==> src/core/pcs_pkg.sv <==
// Constants for the configuration status word and revision identifier bank.
package pcs_pkg;

    // ************************************************************
    // Configuration space byte offsets
    // ************************************************************
    localparam logic [7:0] PCS_STATUS_OFS = 8'h06; // Byte offset of the status word.
    localparam logic [7:0] PCS_REVISION_OFS = 8'h08; // Byte offset of the revision byte.
    localparam logic [7:0] PCS_CAP_PTR_OFS = 8'h34; // Byte offset of the capabilities pointer.

    // ************************************************************
    // Status word field positions
    // ************************************************************
    localparam int PCS_DPE_BIT = 15; // Detected parity error.
    localparam int PCS_SSE_BIT = 14; // Signaled system error.
    localparam int PCS_RMA_BIT = 13; // Received master abort.
    localparam int PCS_RTA_BIT = 12; // Received target abort.
    localparam int PCS_STA_BIT = 11; // Signaled target abort.
    localparam int PCS_DST_HI_BIT = 10; // Upper bit of device select timing.
    localparam int PCS_DST_LO_BIT = 9; // Lower bit of device select timing.
    localparam int PCS_MASTER_DATA_PARITY_ERROR_BIT = 8; // Master data parity error.
    localparam int PCS_FBB_BIT = 7; // Fast back-to-back capable.
    localparam int PCS_HCC_BIT = 5; // High clock capable.
    localparam int PCS_CLP_BIT = 4; // Capability list present.
    localparam int PCS_PER_CMD_BIT = 6; // Parity error response bit in the command word.

    // ************************************************************
    // Event flag indices inside the sticky flag bank
    // ************************************************************
    localparam int PCS_NUM_FLAGS = 6; // Number of sticky event flags.
    localparam int PCS_F_MASTER_DATA_PARITY_ERROR = 0; // Flag index of master data parity error.
    localparam int PCS_F_STA = 1; // Flag index of signaled target abort.
    localparam int PCS_F_RTA = 2; // Flag index of received target abort.
    localparam int PCS_F_RMA = 3; // Flag index of received master abort.
    localparam int PCS_F_SSE = 4; // Flag index of signaled system error.
    localparam int PCS_F_DPE = 5; // Flag index of detected parity error.

    // ************************************************************
    // Device select timing encodings, fixed capability values, reset values and the default revision
    // ************************************************************
    typedef enum logic [1:0] {
        PCS_DEVSEL_FAST = 2'h0,
        PCS_DEVSEL_MEDIUM = 2'h1,
        PCS_DEVSEL_SLOW = 2'h2,
        PCS_DEVSEL_RSVD = 2'h3
    } pcs_devsel_e;

    localparam logic [1:0] PCS_DEVSEL_RESET = 2'h1; // Medium timing, the reset pattern.
    localparam logic PCS_FBB_VALUE = 1'h0; // No fast back-to-back to different agents.
    localparam logic PCS_HCC_VALUE = 1'h0; // Runs at 33 MHz only.
    localparam logic PCS_CLP_VALUE = 1'h1; // A capabilities list is present.
    localparam logic [5:0] PCS_FLAGS_RESET = 6'h00; // All event flags clear after reset.
    localparam logic [31:0] PCS_RDATA_RESET = 32'h0000_0000; // Read data after reset.
    localparam logic [7:0] PCS_REVISION_DEFAULT = 8'h5A; // Arbitrary neutral revision value.

endpackage

==> src/core/pcs_sticky_flags.sv <==
// Bank of sticky event flags that only a reset clears.
`timescale 1ns/1ps

module pcs_sticky_flags #(
    parameter int N = 6 // Number of flags in the bank.
) (
    input wire logic ref_clk, // System clock.
    input wire logic sys_rst, // Synchronous reset, active high.
    input wire logic [N-1:0] set_req, // Set request per flag, any length.
    output logic [N-1:0] flag_q // Stored flag values.
);

    // ************************************************************
    // One flip-flop per flag
    // ************************************************************
    genvar gi;

    generate
        for (gi = 0; gi < N; gi++) begin : g_flag
            // Each flag latches on its first event and holds until reset.
            always_ff @(posedge ref_clk) begin
                if (sys_rst) begin
                    flag_q[gi] <= 1'h0;
                end else if (set_req[gi]) begin
                    flag_q[gi] <= 1'h1;
                end
            end
        end
    endgenerate

endmodule

==> src/core/pcs_status_bank.sv <==
// Configuration status word and revision identifier bank for a bus function.
`timescale 1ns/1ps

module pcs_status_bank
    import pcs_pkg::*;
#(
    parameter logic [7:0] REVISION = pcs_pkg::PCS_REVISION_DEFAULT, // Design revision, arbitrary default.
    parameter logic [1:0] DEVSEL_TIMING = pcs_pkg::PCS_DEVSEL_RESET // Medium select response code.
) (
    input wire logic ref_clk, // System clock, 50 MHz.
    input wire logic sys_rst, // Synchronous reset, active high.
    input wire logic cfg_rd, // Configuration read strobe, one cycle.
    input wire logic cfg_wr, // Configuration write strobe, one cycle.
    input wire logic [7:0] cfg_addr, // Configuration byte address; bits 1:0 are ignored by the decode.
    input wire logic [3:0] cfg_be, // Byte enables of the access.
    input wire logic [31:0] cfg_wdata, // Write data, discarded here.
    input wire logic parity_error_response, // Command word parity response enable.
    input wire logic bus_master_active, // The function is master of the current transaction.
    input wire logic parity_error_seen, // A bus parity error was detected.
    input wire logic serr_driven, // The function drives its system error line.
    input wire logic master_abort_end, // Own transaction ended in master abort.
    input wire logic special_cycle, // Current transaction is a special cycle.
    input wire logic target_abort_received, // Addressed target ended with target abort.
    input wire logic target_abort_signaled, // The function as target signalled target abort.
    input wire logic perr_driven_on_read, // The function drove parity error on a read.
    input wire logic perr_seen_on_write, // Parity error observed on a write.
    output logic [31:0] cfg_rdata, // Read data, registered.
    output logic cfg_rvalid // Read data valid, one cycle.
);

    // ************************************************************
    // Declarations
    // ************************************************************
    logic [PCS_NUM_FLAGS-1:0] flag_set; // Qualified set requests for the flags.
    logic [PCS_NUM_FLAGS-1:0] flag_q; // Stored event flags.
    logic [15:0] status_word; // Assembled status word.
    logic [31:0] rdata_nxt; // Next read data.
    logic [7:0] status_dword_ofs; // Dword address holding the status word.
    logic [7:0] revision_dword_ofs; // Dword address holding the revision byte.
    logic [31:0] cfg_rdata_r; // Read data register.
    logic cfg_rvalid_r; // Read valid register.

    // Expands byte enables into a 32-bit lane mask.
    function automatic logic [31:0] lane_mask(input logic [3:0] be);
        logic [31:0] m;
        m = 32'h0000_0000;
        for (int i = 0; i < 4; i++) begin
            m[i*8 +: 8] = {8{be[i]}};
        end
        return m;
    endfunction

    // ************************************************************
    // Event qualification
    // ************************************************************
    // Each event is reduced to a set request under its own conditions.
    always_comb begin
        flag_set = '0;
        flag_set[PCS_F_DPE] = parity_error_seen;
        flag_set[PCS_F_SSE] = serr_driven;
        flag_set[PCS_F_RMA] = bus_master_active & master_abort_end & ~special_cycle;
        flag_set[PCS_F_RTA] = bus_master_active & target_abort_received;
        flag_set[PCS_F_STA] = ~bus_master_active & target_abort_signaled;
        flag_set[PCS_F_MASTER_DATA_PARITY_ERROR] = (perr_driven_on_read | perr_seen_on_write) & bus_master_active
                               & parity_error_response;
    end

    // ************************************************************
    // Sticky flag storage
    // ************************************************************
    // The flags are set by events and cleared only by reset; writes never reach them.
    pcs_sticky_flags #(
        .N(PCS_NUM_FLAGS)
    ) u_flags (
        .ref_clk(ref_clk),
        .sys_rst(sys_rst),
        .set_req(flag_set),
        .flag_q(flag_q)
    );

    // ************************************************************
    // Status word assembly
    // ************************************************************
    // Event flags, fixed capabilities and zero reserved bits form the word.
    always_comb begin
        status_word = 16'h0000;
        status_word[PCS_DPE_BIT] = flag_q[PCS_F_DPE];
        status_word[PCS_SSE_BIT] = flag_q[PCS_F_SSE];
        status_word[PCS_RMA_BIT] = flag_q[PCS_F_RMA];
        status_word[PCS_RTA_BIT] = flag_q[PCS_F_RTA];
        status_word[PCS_STA_BIT] = flag_q[PCS_F_STA];
        status_word[PCS_DST_HI_BIT:PCS_DST_LO_BIT] = DEVSEL_TIMING;
        status_word[PCS_MASTER_DATA_PARITY_ERROR_BIT] = flag_q[PCS_F_MASTER_DATA_PARITY_ERROR];
        status_word[PCS_FBB_BIT] = PCS_FBB_VALUE;
        status_word[PCS_HCC_BIT] = PCS_HCC_VALUE;
        status_word[PCS_CLP_BIT] = PCS_CLP_VALUE;
    end

    // ************************************************************
    // Read data selection
    // ************************************************************
    assign status_dword_ofs = {PCS_STATUS_OFS[7:2], 2'h0};
    assign revision_dword_ofs = {PCS_REVISION_OFS[7:2], 2'h0};

    // The status word fills the upper half of its dword, the revision the low byte of its dword.
    always_comb begin
        rdata_nxt = 32'h0000_0000;
        if ({cfg_addr[7:2], 2'h0} == status_dword_ofs) begin
            rdata_nxt = {16'h0000, 16'h0000} | ({16'h0000, status_word} << (PCS_STATUS_OFS[1:0] * 8));
        end else if ({cfg_addr[7:2], 2'h0} == revision_dword_ofs) begin
            rdata_nxt = {24'h00_0000, REVISION} << (PCS_REVISION_OFS[1:0] * 8);
        end
        rdata_nxt = rdata_nxt & lane_mask(cfg_be);
    end

    // ************************************************************
    // Read port registers
    // ************************************************************
    // Read data is captured at the edge that samples the strobe and shows one cycle later; writes are accepted and dropped.
    always_ff @(posedge ref_clk) begin
        if (sys_rst) begin
            cfg_rdata_r <= PCS_RDATA_RESET;
        end else if (cfg_rd) begin
            cfg_rdata_r <= rdata_nxt;
        end
    end

    // The valid pulse follows each read strobe by exactly one cycle.
    always_ff @(posedge ref_clk) begin
        if (sys_rst) begin
            cfg_rvalid_r <= 1'h0;
        end else begin
            cfg_rvalid_r <= cfg_rd;
        end
    end

    assign cfg_rdata = cfg_rdata_r;
    assign cfg_rvalid = cfg_rvalid_r;

    // ************************************************************
    // Assertions
    // ************************************************************
    // A detected parity error shows in the flag on the next cycle.
    AST_DPE_SET: assert property (@(posedge ref_clk) disable iff (sys_rst)
        parity_error_seen |=> flag_q[PCS_F_DPE])
        else $error("Parity error flag not set after detection.");

    // Driving system error sets its flag one cycle later.
    AST_SSE_SET: assert property (@(posedge ref_clk) disable iff (sys_rst)
        serr_driven |=> flag_q[PCS_F_SSE])
        else $error("System error flag not set.");

    // A special cycle master abort leaves a clear flag clear.
    AST_RMA_SPECIAL: assert property (@(posedge ref_clk) disable iff (sys_rst)
        (!flag_q[PCS_F_RMA] && master_abort_end && special_cycle && !(bus_master_active && master_abort_end
         && !special_cycle)) |=> !flag_q[PCS_F_RMA])
        else $error("Master abort flag set by a special cycle.");

    // A master abort on a normal owned transaction sets the flag.
    AST_RMA_SET: assert property (@(posedge ref_clk) disable iff (sys_rst)
        (bus_master_active && master_abort_end && !special_cycle) |=> flag_q[PCS_F_RMA])
        else $error("Master abort flag not set.");

    // A received target abort while mastering sets its flag.
    AST_RTA_SET: assert property (@(posedge ref_clk) disable iff (sys_rst)
        (bus_master_active && target_abort_received) |=> flag_q[PCS_F_RTA])
        else $error("Received target abort flag not set.");

    // A signalled target abort as target sets its flag.
    AST_STA_SET: assert property (@(posedge ref_clk) disable iff (sys_rst)
        (!bus_master_active && target_abort_signaled) |=> flag_q[PCS_F_STA])
        else $error("Signaled target abort flag not set.");

    // Without parity response the master parity flag cannot rise.
    AST_MASTER_DATA_PARITY_ERROR_GATE: assert property (@(posedge ref_clk) disable iff (sys_rst)
        (!flag_q[PCS_F_MASTER_DATA_PARITY_ERROR] && !parity_error_response) |=> !flag_q[PCS_F_MASTER_DATA_PARITY_ERROR])
        else $error("Master parity flag set without parity response.");

    // With all three conditions the master parity flag rises.
    AST_MASTER_DATA_PARITY_ERROR_SET: assert property (@(posedge ref_clk) disable iff (sys_rst)
        ((perr_driven_on_read || perr_seen_on_write) && bus_master_active && parity_error_response)
        |=> flag_q[PCS_F_MASTER_DATA_PARITY_ERROR])
        else $error("Master parity flag not set.");

    // Writes never change stored flags; only events may set them.
    AST_WRITE_IGNORED: assert property (@(posedge ref_clk) disable iff (sys_rst)
        (cfg_wr && flag_set == '0) |=> $stable(flag_q))
        else $error("Configuration write changed status flags.");

    // Once set, a flag stays set for the following cycles.
    AST_FLAGS_STICKY: assert property (@(posedge ref_clk) disable iff (sys_rst)
        (flag_q != '0) |=> ((flag_q & $past(flag_q)) == $past(flag_q)))
        else $error("An event flag cleared without reset.");

    // A read of the status dword returns timing, capability and zero reserved bits.
    AST_STATUS_FIXED: assert property (@(posedge ref_clk) disable iff (sys_rst)
        (cfg_rd && cfg_addr == status_dword_ofs && cfg_be == 4'hF) |=> (cfg_rvalid
         && cfg_rdata[26:25] == DEVSEL_TIMING && cfg_rdata[23] == 1'h0 && cfg_rdata[22] == 1'h0
         && cfg_rdata[21] == 1'h0 && cfg_rdata[20] == 1'h1 && cfg_rdata[19:16] == 4'h0))
        else $error("Fixed status fields read wrong.");

    // A read of the revision dword returns the revision in the low byte.
    AST_REVISION_READ: assert property (@(posedge ref_clk) disable iff (sys_rst)
        (cfg_rd && cfg_addr == revision_dword_ofs && cfg_be[0]) |=> (cfg_rvalid
         && cfg_rdata[7:0] == REVISION))
        else $error("Revision byte read wrong.");

    // Flags are all clear on the cycle after reset.
    AST_RESET_CLEAR: assert property (@(posedge ref_clk)
        sys_rst |=> (flag_q == PCS_FLAGS_RESET && !cfg_rvalid))
        else $error("Flags not cleared by reset.");

    // Read valid mirrors the read strobe one cycle late, and only then.
    AST_RVALID_FOLLOWS: assert property (@(posedge ref_clk) disable iff (sys_rst)
        1'h1 |=> (cfg_rvalid == $past(cfg_rd)))
        else $error("Read valid does not follow the read strobe.");

    // Without a read strobe the read data register keeps its value.
    AST_RDATA_HOLDS: assert property (@(posedge ref_clk) disable iff (sys_rst)
        !cfg_rd |=> $stable(cfg_rdata))
        else $error("Read data changed without a read.");

    // A write on its own never reaches the read data register.
    AST_WRITE_NO_DATA: assert property (@(posedge ref_clk) disable iff (sys_rst)
        (cfg_wr && !cfg_rd) |=> $stable(cfg_rdata))
        else $error("Configuration write reached the read data.");

    // Lanes whose byte enable was low read back as zero.
    AST_LANES_MASKED: assert property (@(posedge ref_clk) disable iff (sys_rst)
        cfg_rd |=> ((cfg_rdata & ~lane_mask($past(cfg_be))) == 32'h0000_0000))
        else $error("A disabled byte lane returned data.");

    // The lower half of the status dword carries nothing from this bank.
    AST_STATUS_LOW_ZERO: assert property (@(posedge ref_clk) disable iff (sys_rst)
        (cfg_rd && cfg_addr[7:2] == status_dword_ofs[7:2]) |=> (cfg_rdata[15:0] == 16'h0000))
        else $error("Status dword lower half not zero.");

    // A status read shows the flags as they stood at the strobe, in their own lanes.
    AST_STATUS_FLAGS_READ: assert property (@(posedge ref_clk) disable iff (sys_rst)
        (cfg_rd && cfg_addr[7:2] == status_dword_ofs[7:2] && cfg_be[3:2] == 2'h3) |=> (cfg_rdata[31:27]
         == $past({flag_q[PCS_F_DPE], flag_q[PCS_F_SSE], flag_q[PCS_F_RMA], flag_q[PCS_F_RTA], flag_q[PCS_F_STA]})
         && cfg_rdata[24] == $past(flag_q[PCS_F_MASTER_DATA_PARITY_ERROR])))
        else $error("Status read does not show the event flags.");

    // Above the revision byte its dword reads zero.
    AST_REVISION_UPPER_ZERO: assert property (@(posedge ref_clk) disable iff (sys_rst)
        (cfg_rd && cfg_addr[7:2] == revision_dword_ofs[7:2]) |=> (cfg_rdata[31:8] == 24'h00_0000))
        else $error("Revision dword upper bytes not zero.");

    // Dwords outside the bank read as zero.
    AST_UNMAPPED_ZERO: assert property (@(posedge ref_clk) disable iff (sys_rst)
        (cfg_rd && cfg_addr[7:2] != status_dword_ofs[7:2] && cfg_addr[7:2] != revision_dword_ofs[7:2])
        |=> (cfg_rdata == 32'h0000_0000))
        else $error("Unmapped dword returned data.");

    // Without mastership neither received abort flag can rise.
    AST_RECV_GATE: assert property (@(posedge ref_clk) disable iff (sys_rst)
        (!flag_q[PCS_F_RTA] && !flag_q[PCS_F_RMA] && !bus_master_active)
        |=> (!flag_q[PCS_F_RTA] && !flag_q[PCS_F_RMA]))
        else $error("Received abort flag set while not master.");

    // Mastership keeps the signaled target abort flag from rising.
    AST_STA_GATE: assert property (@(posedge ref_clk) disable iff (sys_rst)
        (!flag_q[PCS_F_STA] && bus_master_active) |=> !flag_q[PCS_F_STA])
        else $error("Signaled target abort flag set while master.");

    // The master parity flag cannot rise on a transfer it does not own.
    AST_MASTER_DATA_PARITY_ERROR_MASTER: assert property (@(posedge ref_clk) disable iff (sys_rst)
        (!flag_q[PCS_F_MASTER_DATA_PARITY_ERROR] && !bus_master_active) |=> !flag_q[PCS_F_MASTER_DATA_PARITY_ERROR])
        else $error("Master parity flag set while not master.");

    // The master parity flag needs a parity error on the owned transfer.
    AST_MASTER_DATA_PARITY_ERROR_CAUSE: assert property (@(posedge ref_clk) disable iff (sys_rst)
        (!flag_q[PCS_F_MASTER_DATA_PARITY_ERROR] && !perr_driven_on_read && !perr_seen_on_write) |=> !flag_q[PCS_F_MASTER_DATA_PARITY_ERROR])
        else $error("Master parity flag set without a parity error.");

    // The detected parity flag rises only on a detected error.
    AST_DPE_CAUSE: assert property (@(posedge ref_clk) disable iff (sys_rst)
        (!flag_q[PCS_F_DPE] && !parity_error_seen) |=> !flag_q[PCS_F_DPE])
        else $error("Parity error flag set without an error.");

    // The master abort flag rises only on a master abort.
    AST_RMA_CAUSE: assert property (@(posedge ref_clk) disable iff (sys_rst)
        (!flag_q[PCS_F_RMA] && !master_abort_end) |=> !flag_q[PCS_F_RMA])
        else $error("Master abort flag set without an abort.");

endmodule

==> config.mk <==
export PLATFORM = sky130hd
export DESIGN_NAME = pcs_status_bank
export DESIGN_NICKNAME = d
export VERILOG_FILES = /design/src/core/pcs_pkg.sv /design/src/core/pcs_sticky_flags.sv /design/src/core/pcs_status_bank.sv
export SDC_FILE = /design/constraint.sdc
export NUM_CORES = 1
export LEC_CHECK = 0
export ABC_AREA = 0
export BUFFER_PORTS_ARGS = -buffer_cell sky130_fd_sc_hd__buf_2
export CORE_UTILIZATION = 35
export CTS_BUF_LIST = sky130_fd_sc_hd__clkbuf_16
export CTS_CLUSTER_DIAMETER = 50
export DETAILED_ROUTE_END_ITERATION = 10
export PLACE_DENSITY = 0.81
export SLEW_MARGIN = 40
export SYNTH_ARGS = -nofsm -noshare
export SYNTH_HDL_FRONTEND = slang
export SYNTH_SLANG_ARGS = --single-unit
==> constraint.sdc <==
create_clock -name ref_clk -period 1.7 [get_ports ref_clk]
set_input_delay 0.085 -clock ref_clk [delete_from_list [all_inputs] [get_ports ref_clk]]
set_output_delay 0.085 -clock ref_clk [all_outputs]
set_load 0.01 [all_outputs]
Yosys cells after proc, flatten, opt, wreduce, memory -nomap -nowiden. Cells that the tools add are included.

Bits in registers: 39. Input port bits: 58. Word-level logic and storage cells: 22. Output and inout port bits: 33.

Bitwise logic cells: 10. Multiplexer cells: 2. Eq/ne operators: 2.

Operators by type and width (count): bitwise AND 32 bit (1); two-way mux 32 bit (1); two-way mux 7 bit (1); bitwise AND 1 bit (6); == test 6 x 1 -> 1 bit (second input constant) (1); == test 6 x 2 -> 1 bit (second input constant) (1); NOT 1 bit (2); OR 1 bit (1).

Depth between registers and ports, before layout.
Word-level depth: 4. Mapped depth: 3. Gate-level depth less buffers: 3.

Hierarchy. A second synthesis with hierarchy kept.

Cells, all modules: 84. Area total of the unflattened synthesis: 857.1 um^2.

Modules (own cells, without submodules): pcs_status_bank (seq. area each 200.2 um^2, cells each 72, instances 1, area an instance 676.9 um^2); pcs_sticky_flags (seq. area each 120.1 um^2, cells each 12, instances 1, area an instance 180.2 um^2).

Worst setup path after synthesis. No wires, ideal clock.

Path type: reg-to-reg. From: reg cfg_rdata[24] (netlist name). To: reg cfg_rdata_r[24], in the netlist cfg_rdata[24]. Arrival time: 0.863 ns. Path buffers: 0. Period minus slack after synthesis: 0.947 ns. Stages on the path, launching flop included: 3. Library setup time: 0.084 ns. Path slack: 0.753 ns. Data required time: 1.616 ns. Cells stage by stage: dfxtp_1 > or3b_2 > o31ai_2.

RTL lines: to (signal assigned) (line pcs_status_bank.sv:124) `cfg_rdata_r <= rdata_nxt;`; to (decl) (line pcs_status_bank.sv:40) `logic [31:0] cfg_rdata_r;`.

==> results by group <==
Final layout
  • Layout cell share with drive strength beyond 1: 43.33%
  • Footprint of the multi-input gates: 391.6 sq um
  • Net count, final: 179
  • Design Area, Final: 1007 sq um
  • ANT cells: 0
  • Seq. cell area: 320.3 sq um
  • Syn-to-layout area delta: 19.97%
  • Fill cell count: 240

Worst setup path
  • Reg-to-Reg Start: cfg_rdata[28]$_SDFFE_PP0P_
  • Worst R2R End: cfg_rdata[28]$_SDFFE_PP0P_
  • Crit-path max FO: 2
  • CP required: 1860 ps
  • Crit path launch type: register
  • CP cell instances: or3b_2 > o31ai_2
  • Slowest-stage cell, CP: or3b_2
  • Reg2Reg Depth: 2
  • Max stage delay on crit path: 450 ps
  • CP startpoint: cfg_rdata[28]$_SDFFE_PP0P_
  • Crit path arrival time: 1080 ps
  • Reg2Reg Setup Slack: 780 ps
  • Crit Path Class: reg2reg
  • Crit end category: register

Placed design
  • Pre-CTS WS: 537.4 ps
  • Port bufs: 34
  • DP Wirelength: 1089 um
  • Global placer's final weighted congestion: 0.6500
  • Placed cell area: 928.4 sq um

Power
  • Internal power: 727.7 uW
  • Comb pwr share: 9.4%
  • Worst vdd ir: 0.6997 mV
  • Net Sw Frac: 21.33%
  • Static leakage: 0.0004822 uW
  • Sequential Power Share: 42.4%
  • Net Sw Power: 197.3 uW
  • PwrDens: 918.4 nW/um^2
  • Clock power share: 48.3%

Floorplanning
  • Initial Util: 37.59%
  • Die H: 50.98 um
  • Row Count: 17
  • I/O pin count: 91
  • Die X: 50.98 um
  • Die ar.: 2598 sq um
  • Core area: 2233 sq um

Yosys
  • Yosys reg bits: 16
  • Register area share after synthesis: 38.15%
  • Total number of yosys warnings: 0
  • Post-Syn Area: 839.6 sq um
  • Synth cell types: 19
  • Post-synthesis mux area share: 0%
  • Main combinational cell family by area after synthesis: buffers and inverters
  • Synth Area in Simple Gates: 22.80%
  • Adder-Cell Fraction of Synth Area: 0%
  • Mapped Cells: 89
  • Compound-cell area share of the yosys netlist: 14.90%
  • XOR/XNOR Fraction of Synth Area: 0%
  • Synth Area per Inst: 9.433 sq um

STA
  • Final period util: 54.23%
  • Setup TNS: 0 ps
  • Max Transition Viols Final: 0
  • Final setup skew: 0.8172 ps
  • RSZ-0062 raised after global routing: false
  • Max Fclk: 1085 MHz
  • Final-report hold violation count: 0
  • Tmin final: 921.9 ps
  • Hold WS: 45.89 ps
  • Final setup viols: 0
  • Worst setup margin: 778.1 ps

Min path
  • HP Class: in2reg
  • Hold Path Origin: parity_error_seen
  • Hold Path End: u_flags.flag_q[5]$_SDFFE_PP0P_
  • Hold path depth: 3

Clock network
  • Num CTS Buffers: 3
  • Clk_lat worst skew: 240 ps
  • Setup bufs post-CTS: 0
  • CTS tree: built
  • Sink Count: 16
  • Clock Path Buffers: 2
  • H-tree levels: 1
  • Reg clk slew, reported paths: 50 ps
  • # resized after CTS: 0
  • Cts hold-fix bufs: 0
  • Clock Tree Root: clkbuf_16

Detailed routing
  • Residual DRC: 0
  • WL per Instance: 9.541 um
  • Drt first pass iters: 1
  • Routed wire length: 1412 um
  • Post-DR vias/cell: 4.318
  • DR vias: 639
  • Routed Antenna Nets: 0
  • 1st-iter DRT viols: 0

Run status
  • Status: completed

GRT
  • Congestion Overflow GR: 0
  • First-pass GRT wire length: 2325 um
  • Initial antenna violation count: 0
  • Largest net degree at the start of global routing: 23
  • Vias in the first global route: 565
  • GRT Overall Usage: 12.68%

Job
  • Max cap viols: 0
metal layers:
metal	GRT usage (%)	vias to the layer above	share of wire [%]
met5	0	-	0
met4	5.556	0	1.5
met3	6.548	5	8.8
met2	23.03	30	54
met1	11.62	287	36
li1	-	317	-
Yosys cell counts:
library cell / count / area share, %
buf_4: 23 / 21
dfxtp_1: 16 / 38
nand3_4: 1 / 2.1
conb_1: 1 / 0.45
buf_2: 3 / 1.8
o211ai_1: 1 / 0.89
o31ai_2: 6 / 8.9
nor3b_1: 1 / 0.89
or3b_2: 6 / 6.3
nor4_4: 1 / 2.5
nor2b_1: 3 / 2.2
a31oi_1: 1 / 0.75
nand4_1: 2 / 1.5
a41o_2: 1 / 1.3
inv_1: 3 / 1.3
nand2b_1: 2 / 1.5
nand2_1: 6 / 2.7
a21oi_1: 5 / 3.0
nor2_1: 7 / 3.1
through the flow:
| step | total power, uW | std cells | util [%] |
|---|---|---|---|
| 6_report | 925.0 | 148 | 45.10 |
| 5_1_grt | 984.5 | 148 | 45.10 |
| 2_1_floorplan | 484.1 | 108 | - |
| 3_3_place_gp | 482.9 | 144 | 41.57 |
| 3_5_place_dp | 486.2 | 144 | 41.57 |
| 4_1_cts | 942.2 | 148 | 45.10 |
layout by cell type (no fill, tap or decap), drive strengths merged:
master,count
nand2,6
nor3b,1
nand2b,2
buf,34
nor2b,3
nor4,1
o211ai,1
dfxtp,16
nand3,1
nor2,7
clkinv,1
a41o,1
a31oi,1
inv,3
a21oi,5
or3b,6
clkbuf,3
nand4,2
o31ai,6
conb,20
cell families (layout without fill, tap and decap cells):
group,count (synthesis),after routing
and+or+nand+nor,29,29
buffers and inverters,29,41
DFF,16,16
AOI/OAI and AO/OA,14,14
other,1,20
power by group through the flow:
stage / registers, uW / logic, uW / clock network (uW)
2_1_floorplan: 399 / 85.0 / 0
3_3_place_gp: 399 / 83.9 / 0
3_5_place_dp: 399 / 87.0 / 0
4_1_cts: 392 / 87.3 / 463
5_1_grt: 392 / 99.1 / 493
6_report: 392 / 86.7 / 446
layout make-up:
cell class / count / share of cell area (%)
Multi-Input combinational cell: 63 / 38.88
Inverter: 3 / 1.118
Tap cell: 28 / 3.478
Timing Repair Buffer: 34 / 16.89
Clock buffer: 3 / 7.453
Clock inverter: 1 / 0.3727
Sequential cell: 16 / 31.80
how the worst max path moves through the flow:
stage / slack, ps / endpoint
after CTS: 770 / cfg_rdata[28]$_SDFFE_PP0P_
final: 780 / cfg_rdata[28]$_SDFFE_PP0P_
after global routing: 740 / cfg_rdata[31]$_SDFFE_PP0P_
after global placement: 590 / cfg_rdata[29]$_SDFFE_PP0P_
after floorplan: 750 / cfg_rdata[24]$_SDFFE_PP0P_
after detailed placement: 540 / cfg_rdata[30]$_SDFFE_PP0P_
sequential cells by signal, indices dropped and copies added, names as in the netlist:
register / count
u_flags.flag_q: 6
cfg_rvalid: 1
cfg_rdata: 9
worst max-delay path: cells and delay by family (launching register included):
family,cells,cell delay (ps)
AO/OA/AOI/OAI,1,70
flip-flops,1,320
AND/OR/NAND/NOR,1,450
(Power assumes the default switching activity.)
